File: src/hw/ptts_params.svh
// constants for the talk arbitration and transmit/receive sequencer
// assumes a 100 MHz clock and a word-wide register port
`ifndef PTTS_PARAMS_SVH
`define PTTS_PARAMS_SVH

`define PTTS_CLK_PERIOD_NS 10
`define PTTS_ADDR_W 8
`define PTTS_DATA_W 32
`define PTTS_CNT_W 16
`define PTTS_SYNC_W 4

// register byte offsets
`define PTTS_OFS_CTRL 8'h00
`define PTTS_OFS_LEAD 8'h04
`define PTTS_OFS_HOLD 8'h08
`define PTTS_OFS_STATUS 8'h0C

// control fields
`define PTTS_CTRL_TALK_BIT 0
`define PTTS_CTRL_SER_DIS_BIT 1
`define PTTS_CTRL_RST 2'h2

// status fields
`define PTTS_STAT_SENSE_BIT 0
`define PTTS_STAT_TX_BIT 1
`define PTTS_STAT_RX_BIT 2
`define PTTS_STAT_AGC_BIT 3
`define PTTS_STAT_STATE_LSB 4

// default lead and hold times
`define PTTS_LEAD_TIME_NS 1000
`define PTTS_HOLD_TIME_NS 5000
`define PTTS_LEAD_CYC ((`PTTS_LEAD_TIME_NS + `PTTS_CLK_PERIOD_NS - 1) / `PTTS_CLK_PERIOD_NS)
`define PTTS_HOLD_CYC ((`PTTS_HOLD_TIME_NS + `PTTS_CLK_PERIOD_NS - 1) / `PTTS_CLK_PERIOD_NS)

`endif

File: src/hw/ptts_pkg.sv
// types shared by the sequencer files
// assumes ptts_params.svh is compiled alongside
package ptts_pkg;

   typedef enum logic [3:0] {
      ST_RX = 4'h1,
      ST_MUTE = 4'h2,
      ST_TX = 4'h4,
      ST_HOLD = 4'h8
   } ptts_state_e;

endpackage

File: src/hw/ptts_sequencer.sv
// talk arbitration and transmit/receive sequencer
// assumes request pins are asynchronous; register port on clock_i
//
// Function
// - transmitter enable output is active low
// - mic, keyer, serial requests ORed into sense
// - serial disable bit blocks the serial request
// - talk bit or keyer request enables transmitter
// - receiver muted before transmitter turns on
// - receiver stays muted while RF decays after
//
// Our own choices: strobed register access and the register addresses.
`timescale 1ns/1ps
`include "ptts_params.svh"

module ptts_sequencer (
   input wire logic clock_i,
   input wire logic rst_i,
   input wire logic mic_talk_request_n_i,
   input wire logic keyer_talk_request_i,
   input wire logic serial_dtr_i,
   input wire logic keyer_rx_enable_i,
   input wire logic [`PTTS_ADDR_W-1:0] reg_addr_i,
   input wire logic [`PTTS_DATA_W-1:0] reg_wdata_i,
   input wire logic reg_write_i,
   input wire logic reg_read_i,
   output logic [`PTTS_DATA_W-1:0] reg_rdata_o,
   output logic talk_request_sense_o,
   output logic tx_enable_n_o,
   output logic rx_enable_o,
   output logic agc_hold_o
);

   logic [`PTTS_SYNC_W-1:0] pins_async;
   logic [`PTTS_SYNC_W-1:0] pins_sync;
   logic mic_s;
   logic keyer_s;
   logic dtr_s;
   logic keyer_rx_s;

   // mic line is inverted ahead of the synchroniser so all stages idle low
   assign pins_async = {keyer_rx_enable_i, serial_dtr_i, keyer_talk_request_i,
                        ~mic_talk_request_n_i};

   ptts_sync u_sync (
      .clock_i(clock_i),
      .rst_i(rst_i),
      .async_i(pins_async),
      .sync_o(pins_sync)
   );

   assign mic_s = pins_sync[0];
   assign keyer_s = pins_sync[1];
   assign dtr_s = pins_sync[2];
   assign keyer_rx_s = pins_sync[3];

   // register port
   logic [1:0] ctrl_q;
   logic [`PTTS_CNT_W-1:0] lead_q;
   logic [`PTTS_CNT_W-1:0] hold_q;
   logic [`PTTS_DATA_W-1:0] rdata_q;
   logic [`PTTS_DATA_W-1:0] rdata_d;
   logic sel_ctrl;
   logic sel_lead;
   logic sel_hold;
   logic sel_status;
   logic talk_bit;
   logic ser_dis;

   assign sel_ctrl = (reg_addr_i == `PTTS_OFS_CTRL);
   assign sel_lead = (reg_addr_i == `PTTS_OFS_LEAD);
   assign sel_hold = (reg_addr_i == `PTTS_OFS_HOLD);
   assign sel_status = (reg_addr_i == `PTTS_OFS_STATUS);
   assign talk_bit = ctrl_q[`PTTS_CTRL_TALK_BIT];
   assign ser_dis = ctrl_q[`PTTS_CTRL_SER_DIS_BIT];

   // serial disable comes up set so a host raising its line at boot cannot assert the sensed talk request
   always_ff @(posedge clock_i) begin
      if (rst_i) begin
         ctrl_q <= `PTTS_CTRL_RST;
         lead_q <= `PTTS_CNT_W'(`PTTS_LEAD_CYC);
         hold_q <= `PTTS_CNT_W'(`PTTS_HOLD_CYC);
      end else if (reg_write_i) begin
         if (sel_ctrl) begin
            ctrl_q <= reg_wdata_i[1:0];
         end
         if (sel_lead) begin
            lead_q <= reg_wdata_i[`PTTS_CNT_W-1:0];
         end
         if (sel_hold) begin
            hold_q <= reg_wdata_i[`PTTS_CNT_W-1:0];
         end
      end
   end

   // sense and sequencing
   logic sense_q;
   logic sense_d;
   logic tx_demand;
   ptts_pkg::ptts_state_e state_q;
   ptts_pkg::ptts_state_e state_d;
   logic [`PTTS_CNT_W-1:0] cnt_q;
   logic [`PTTS_CNT_W-1:0] cnt_d;
   logic cnt_done;
   logic tx_n_q;
   logic rx_en_q;
   logic agc_q;

   assign sense_d = mic_s | keyer_s | (dtr_s & ~ser_dis);
   assign tx_demand = talk_bit | keyer_s;
   assign cnt_done = (cnt_q == '0);

   always_comb begin
      state_d = state_q;
      cnt_d = cnt_done ? cnt_q : cnt_q - `PTTS_CNT_W'(1);
      case (state_q)
         ptts_pkg::ST_RX: begin
            if (tx_demand) begin
               state_d = ptts_pkg::ST_MUTE;
               cnt_d = lead_q;
            end
         end
         ptts_pkg::ST_MUTE: begin
            if (!tx_demand) begin
               state_d = ptts_pkg::ST_RX;
            end else if (cnt_done) begin
               state_d = ptts_pkg::ST_TX;
            end
         end
         ptts_pkg::ST_TX: begin
            if (!tx_demand) begin
               state_d = ptts_pkg::ST_HOLD;
               cnt_d = hold_q;
            end
         end
         ptts_pkg::ST_HOLD: begin
            // receiver still muted, so a new request may key again at once
            if (tx_demand) begin
               state_d = ptts_pkg::ST_TX;
            end else if (cnt_done) begin
               state_d = ptts_pkg::ST_RX;
            end
         end
         default: begin
            state_d = ptts_pkg::ST_RX;
            cnt_d = '0;
         end
      endcase
   end

   always_ff @(posedge clock_i) begin
      if (rst_i) begin
         state_q <= ptts_pkg::ST_RX;
         cnt_q <= '0;
         sense_q <= 1'b0;
         tx_n_q <= 1'b1;
         rx_en_q <= 1'b0;
         agc_q <= 1'b1;
      end else begin
         state_q <= state_d;
         cnt_q <= cnt_d;
         sense_q <= sense_d;
         tx_n_q <= (state_d != ptts_pkg::ST_TX);
         // keyer decides when to listen; we only veto outside idle receive
         rx_en_q <= keyer_rx_s & (state_d == ptts_pkg::ST_RX);
         agc_q <= (state_d != ptts_pkg::ST_RX);
      end
   end

   assign talk_request_sense_o = sense_q;
   assign tx_enable_n_o = tx_n_q;
   assign rx_enable_o = rx_en_q;
   assign agc_hold_o = agc_q;

   // read data valid only in the cycle after the strobe; unmapped reads zero
   always_comb begin
      rdata_d = '0;
      if (reg_read_i) begin
         if (sel_ctrl) begin
            rdata_d[1:0] = ctrl_q;
         end else if (sel_lead) begin
            rdata_d[`PTTS_CNT_W-1:0] = lead_q;
         end else if (sel_hold) begin
            rdata_d[`PTTS_CNT_W-1:0] = hold_q;
         end else if (sel_status) begin
            rdata_d[`PTTS_STAT_SENSE_BIT] = sense_q;
            rdata_d[`PTTS_STAT_TX_BIT] = ~tx_n_q;
            rdata_d[`PTTS_STAT_RX_BIT] = rx_en_q;
            rdata_d[`PTTS_STAT_AGC_BIT] = agc_q;
            rdata_d[`PTTS_STAT_STATE_LSB +: 4] = state_q;
         end
      end
   end

   always_ff @(posedge clock_i) begin
      if (rst_i) begin
         rdata_q <= '0;
      end else begin
         rdata_q <= rdata_d;
      end
   end

   assign reg_rdata_o = rdata_q;

   // checks
   logic [`PTTS_CNT_W:0] off_cnt_q;

   // cycles the transmitter has been off, saturating; starts full since nothing keyed before
   always_ff @(posedge clock_i) begin
      if (rst_i) begin
         off_cnt_q <= '1;
      end else if (!tx_n_q) begin
         off_cnt_q <= '0;
      end else if (off_cnt_q != '1) begin
         off_cnt_q <= off_cnt_q + (`PTTS_CNT_W+1)'(1);
      end
   end
endmodule

File: src/hw/ptts_sync.sv
// two-flop synchroniser for the asynchronous request pins
// assumes inputs are already active high and idle low
`timescale 1ns/1ps
`include "ptts_params.svh"

module ptts_sync (
   input wire logic clock_i,
   input wire logic rst_i,
   input wire logic [`PTTS_SYNC_W-1:0] async_i,
   output logic [`PTTS_SYNC_W-1:0] sync_o
);

   logic [`PTTS_SYNC_W-1:0] meta_q;
   logic [`PTTS_SYNC_W-1:0] sync_q;

   // first stage feeds only the second stage
   always_ff @(posedge clock_i) begin
      if (rst_i) begin
         meta_q <= '0;
         sync_q <= '0;
      end else begin
         meta_q <= async_i;
         sync_q <= meta_q;
      end
   end

   assign sync_o = sync_q;

endmodule

File: config.mk
export PLATFORM = sky130hd
export DESIGN_NAME = ptts_sequencer
export DESIGN_NICKNAME = d
export VERILOG_FILES = /design/src/hw/ptts_pkg.sv /design/src/hw/ptts_sequencer.sv /design/src/hw/ptts_sync.sv
export VERILOG_INCLUDE_DIRS = /design/src /design/src/hw
export SDC_FILE = /design/constraint.sdc
export NUM_CORES = 1
export LEC_CHECK = 0
export BUFFER_PORTS_ARGS = -buffer_cell sky130_fd_sc_hd__buf_2
export CORE_MARGIN = 4
export CORE_UTILIZATION = 35
export CTS_CLUSTER_DIAMETER = 50
export CTS_CLUSTER_SIZE = 28
export DETAILED_ROUTE_END_ITERATION = 8
export RECOVER_POWER = 25
export SLEW_MARGIN = 25
export SYNTH_ARGS = -nofsm -noshare
export SYNTH_HDL_FRONTEND = slang
export SYNTH_SLANG_ARGS = --single-unit
File: constraint.sdc
create_clock -name clock_i -period 2.7 [get_ports clock_i]
set_clock_uncertainty 0.1 [all_clocks]
set_input_delay 0.27 -clock clock_i [delete_from_list [all_inputs] [get_ports clock_i]]
set_output_delay 0.27 -clock clock_i [all_outputs]
set_load 0.02 [all_outputs]
==> out/qor.txt, run 1 <==
Status: finished, final reports clean
Largest net degree at the start of global routing: 48
Fin cells: 612
CTS sink cnt: 82
Clock latency on the worst-skew pair: 0.36 ns
First-pass GRT wire length: 14.4 mm
Most common cell in the netlist: dfxtp_1
1st-iter DRT viols: 228
WP data required: 2.88 ns
Switch share: 33.1%
CTS H-tree depth: 3
Post-CTS Hold Buffers: 1
Final setup violating endpoints: 0
Ys Warns: 0
DP Cell Count: 595
Antenna cells: 0
Worst hold path class: input port to register
Post-CTS Setup Inserts: 0
Final nets: 524
Post-synthesis sequential area ratio: 45.2%
DR pass1 iterations: 5
Worst reg-to-reg setup slack: 0.43 ns
Pins Over Slew Limit: 0
Die area: 12100 um2
DR WL/cell: 14.2 um
Synth Area in Adders: 0.689%
CTS resizes: 0
Simple-gate share of the synthesized area: 24.4%
DRC Markers: 0
Total power draw: 3.34 mW
Static leakage: 1.55 nW
Clock transition at the registers of the reported paths: 0.08 ns
Post-synthesis mux area share: 1.52%
Sw power: 1.11 mW
Routed Antenna Nets: 0
Final Core Density: 41.5%
Cells after Synth: 433
Routed wire length: 8.69 mm
Post-synth ARST share: 0%
Int Pwr: 2.24 mW
Max VDD drop: 0.329 mV
Ranking of synthesized cells by area: dfxtp_1, nand2_1, a21oi_1
Yosys top cell area share: 45.2%
Ys flop type: dfxtp_1
Dpl ws: 0.444 ns
Via count: 3062
PnR worst setup slack: 0.426 ns
Synth Area in Compound Gates: 20.1%
RSZ-0062 raised after global routing: no
Hold Violations, Final: 0
Vias in the first global route: 2894
Post-synth EDFFs: 0
Cells along the critical path: nand2b_1 -> or3_1 -> a221o_1 -> nand2b_1 -> o22ai_1
Post-DR vias/cell: 5.00
Seq cells post-synth: 82
Clock Power Share: 28.4%
Crit start category: register
IO Port Bufs: 51
Cell mode on critical path: nand2b_1
Root Driver: clkbuf_8
Main combinational cell family by area after synthesis: simple AND/OR/NAND/NOR gates
Die X: 110 um
Ports: 84
GRT Total Usage: 15.4%
Antenna violations before repair: 0
Pwr per Cell Area: 810 nW/um2
Xor and xnor fraction of the mapped netlist area: 0.965%
Combinational fraction of design power: 30.4%
Max frequency: 0.440 GHz
Layout cells sized above 1: 14.0%
Slew @ Worst Pin: 0.664 ns
Core Box Area: 9950 um2
Number of fill cells: 1027
Area Growth Syn to Fin: 13.6%
Critical path type: register to register
Final Cycle Share: 84.2%
Max clock buf depth: 2
CTS Buf Count: 9
Delay-heaviest family, CP: simple AND/OR/NAND/NOR gates
RD Place Congestion: 0.771
Synth top cells by count: dfxtp_1, nand2_1, a21oi_1
Slowest-stage cell, CP: dfxtp_1
Setup Total Neg Slack: 0 ns
Largest stage delay, worst path: 0.52 ns
Synth cell types: 49
Placed wire-length estimate: 6.29 mm
Normalized max-slew margin: 55.6%
CP Capture Type: register
Initial core utilization: 36.5%
Synth Area per Inst: 8.39 um2
Grt ovf: 0
Max_cap viols: 0
Crit-path max FO: 10
CTS tree: built
Share of power burned in registers: 41.2%
Worst path bufs/invs: 0
CP arrival: 2.45 ns
Area leader, netlist: dfxtp_1
Mapped cell area: 3630 um2
Die H: 110 um
Final Critical Period: 2.27 ns
Row count: 36
[kinds of logic after synthesis]
logic type	count (synthesis)
AOI/OAI and AO/OA	113
xor gates and xnor gates	4
adders and majority gates	2
buffers and inverters	49
DFF	82
muxes	4
other	1
and+or+nand+nor	178
[cells in the final DEF (no fill, tap or decap), types with 2 or more instances in the layout]
cell type	count
ha_1	2
o31a_1	5
clkbuf_8	9
inv_1	5
or2_2	3
or3_1	5
o21a_1	2
mux2_2	2
nand2b_1	13
nor3_1	6
clkbuf_1	17
o22ai_1	10
conb_1	16
nand3b_1	11
dfxtp_1	82
xnor2_1	3
nor2b_1	10
o21ai_0	12
bufinv_16	2
nand3_1	5
a21oi_1	41
buf_4	7
nor4_1	7
o311ai_0	6
a22oi_1	24
and3_1	3
nor2_1	30
buf_2	36
nand2_1	76
clkinv_2	2
a211oi_1	4
nor3b_1	2
[per-layer routing]
metal  wire length (um)  part of all wire [%]  global-route usage [%]  up-vias
li1                   -                     -                       -     1574
met1               4190                    48                    21.4     1404
met2               3900                    45                    22.6       74
met3                451                   5.2                    3.17       10
met4                154                   1.8                    7.84        0
met5                  0                     0                       0        -
[sequential cells by signal (all words and copies together), names as in the netlist, 2 cells and up]
name           cells
lead_q            16
ctrl_q             2
u_sync.meta_q      4
cnt_q             16
state_q            4
reg_rdata_o       16
u_sync.sync_o      4
hold_q            16
[worst reg2reg max path, cell delays in order (launching register included)]
cell	delay, ns
dfxtp_1	0.52
nand2b_1	0.13
or3_1	0.35
a221o_1	0.48
nand2b_1	0.37
o22ai_1	0.25
[stage by stage]
stage	hold WS [ns]	area, um2
after global placement	0.323	3930
after detailed placement	0.323	3930
after CTS	0.00724	4150
after global routing	0.00562	4130
final	0.0191	4130
after floorplan	0.237	3690
[final timing paths]
check / startpoint / to / cells after the start
worst max-delay path: state_q[0]$_SDFF_PP1_ / cnt_q[11]$_SDFF_PP0_ / 5
worst min-delay path: serial_dtr_i / u_sync.meta_q[2]$_SDFF_PP0_ / 2
worst max register to register: state_q[0]$_SDFF_PP1_ / cnt_q[11]$_SDFF_PP0_ / 5
worst min register to register: u_sync.meta_q[2]$_SDFF_PP0_ / u_sync.sync_o[2]$_SDFF_PP0_ / 1
[cell type report]
type                       instances  area (um2)  area share (%)
sequential                        82        1640            39.8
tap                              133         166            4.03
clock inverter                     5        78.8            1.91
timing repair buffer              59         299            7.24
inverter                           5        18.8           0.455
multi-input combinational        317        1790            43.4
clock buffer                      11         131            3.18
[power groups by stage]
stage                     clock (mW)  sequential [mW]  combinational (mW)
final                          0.950             1.38                1.01
after global routing            1.04             1.39                1.13
after CTS                      0.974             1.38                1.01
after detailed placement           0             1.41                1.00
after global placement             0             1.40               0.993
after floorplan                    0             1.39               0.850
Note: power is estimated with default switching activity, not from simulation.
==> run 2, diff against run 1 <==
ABC_AREA = 1   (was not set)
clock period = 2.2 ns   (was 2.7 ns; I/O delays follow)
==> out/qor.txt, run 2 <==
Hold Violations, Final: 0
Clock latency on the worst-skew pair: 0.36 ns
Max clock buf depth: 2
PnR worst setup slack: 0.298 ns
Die X: 113 um
Final Core Density: 40.9%
DR WL/cell: 13.1 um
CTS sink cnt: 82
Grt ovf: 0
Post-CTS Setup Inserts: 0
Setup Total Neg Slack: 0 ns
CTS tree: built
Worst reg-to-reg setup slack: 0.30 ns
Worst r2r src: cnt_q[0]$_SDFF_PP0_
Max frequency: 0.526 GHz
Crit start category: register
Post-DR vias/cell: 4.81
Wl on met1: 4.51 mm
Clock transition at the registers of the reported paths: 0.08 ns
Synth Area per Inst: 7.21 um2
CP arrival: 2.00 ns
Max_cap viols: 0
Synth cell types: 35
Max VDD drop: 0.624 mV
Pwr per Cell Area: 1020 nW/um2
Final Critical Period: 1.90 ns
Routed wire length on met3: 482 um
Reg2Reg Depth: 9
Worst setup path start: cnt_q[0]$_SDFF_PP0_
First-pass GRT wire length: 16.0 mm
Final Cycle Share: 86.5%
Ys Warns: 0
Ys flop type: dfxtp_1
Crit-path max FO: 5
CTS H-tree depth: 3
RR Endpoint: cnt_q[14]$_SDFF_PP0_
Largest net degree at the start of global routing: 37
Post-CTS Hold Buffers: 9
Critical path type: register to register
Commonest non-fill, non-tap cell in the layout: inv_1
Number of fill cells: 1111
Die area: 12800 um2
Status: finished, final reports clean
Routed Antenna Nets: 0
Most common cell in the netlist: inv_1
Die H: 113 um
Seq cells post-synth: 82
Ranking of synthesized cells by area: dfxtp_1, inv_1, nand2_1
Static leakage: 1.98 nW
Total power draw: 4.49 mW
Slowest-stage cell, CP: dfxtp_1
Critical path endpoint: cnt_q[14]$_SDFF_PP0_
Placed wire-length estimate: 7.00 mm
CTS resizes: 0
Cells along the critical path: inv_1 -> ha_1 -> nand2_1 -> nor2_1 -> nand4_1 -> inv_1 -> nand2_1 -> nand3_1 -> a21oi_1
RD Place Congestion: 0.866
Slew @ Worst Pin: 1.40 ns
Via count: 3558
Final setup violating endpoints: 0
1st-iter DRT viols: 255
Cells after Synth: 535
Synth top cells by count: inv_1, dfxtp_1, nand2_1
Root Driver: clkbuf_8
Yosys top cell area share: 42.6%
Dpl cell area: 4150 um2
CTS Buf Count: 9
CP Capture Type: register
Post-synthesis sequential area ratio: 42.6%
IO Port Bufs: 51
Ports: 84
RSZ-0062 raised after global routing: no
GRT Total Usage: 15.7%
Pins Over Slew Limit: 0
WP data required: 2.30 ns
Mapped cell area: 3850 um2
Routed wire length: 9.70 mm
Design Area, Final: 4420 um2
Vias in the first global route: 3405
Antenna cells: 0
Final nets: 644
Worst hold path class: input port to register
Row count: 38
Met2 routed wirelength: 4.50 mm
Most frequent cells in the layout: inv_1, dfxtp_1, nand2_1, nor2_1, a21oi_1
Normalized max-slew margin: 6.64%
Antenna violations before repair: 0
Area leader, netlist: dfxtp_1
Post-synth ARST share: 0%
Area Growth Syn to Fin: 14.6%
DRC Markers: 0
Initial core utilization: 35.7%
Core Box Area: 10800 um2
Largest stage delay, worst path: 0.35 ns
Layout cells sized above 1: 12.2%
DR pass1 iterations: 5
Post-synth EDFFs: 0
DR top layer: met4
Dpl ws: 0.377 ns
==> run 2: worst min-delay path by stage <==
stage / depth (start not counted) / startpoint / end
2_1_floorplan: 1 / mic_talk_request_n_i / u_sync.meta_q[0]$_SDFF_PP0_
3_3_place_gp: 2 / mic_talk_request_n_i / u_sync.meta_q[0]$_SDFF_PP0_
3_5_place_dp: 2 / mic_talk_request_n_i / u_sync.meta_q[0]$_SDFF_PP0_
4_1_cts: 3 / reg_wdata_i[12] / hold_q[12]$_SDFFE_PP0P_
5_1_grt: 3 / reg_wdata_i[4] / hold_q[4]$_SDFFE_PP1P_
6_report: 3 / reg_wdata_i[1] / ctrl_q[1]$_SDFFE_PP1P_
==> run 2: metrics by stage <==
| stage | cells | hold slack [ns] |
|---|---|---|
| floorplan | 550 | 0.187 |
| global placement | 714 | 0.272 |
| detailed placement | 714 | 0.285 |
| CTS | 739 | 0.00944 |
| global route | 739 | 0.0296 |
| finish | 739 | 0.0189 |
==> run 2: kinds of logic after synthesis <==
logic type / synth area share [%]
adders and majority gates: 0.649
AOI/OAI and AO/OA: 17.6
and+or+nand+nor: 22.1
DFF: 42.6
buffers and inverters: 15.4
xor gates and xnor gates: 1.59
other: 0.0973
==> run 2: routing by layer <==
metal	GRT usage, %	up-vias
li1	-	1815
met1	20.1	1629
met2	26.0	97
met3	2.62	17
met4	7.21	0
met5	0	-
==> run 2: worst max-delay path: cells and delay by family, from the launching register on <==
family          cells  cell delay, ns
fa+ha+maj           1            0.28
buf+inv             2            0.26
simple gates        5            0.69
compound gates      1            0.06
flops               1            0.35
==> run 2: final cells by class <==
type                    count  area (um2)  share of cell area (%)
flip-flops and latches     82        1640                    37.2
clock buffers              12         145                    3.29
clock inverters             4        75.1                    1.70
multi-input cells         339        1650                    37.4
inverters                  97         364                    8.24
well taps                 140         175                    3.96
repair buffers             65         367                    8.30
==> run 2: report_power, final <==
group	internal, mW	total [mW]	switching, mW
registers	1.62	1.74	0.118
logic	0.558	1.54	0.980
clock network	0.671	1.22	0.548
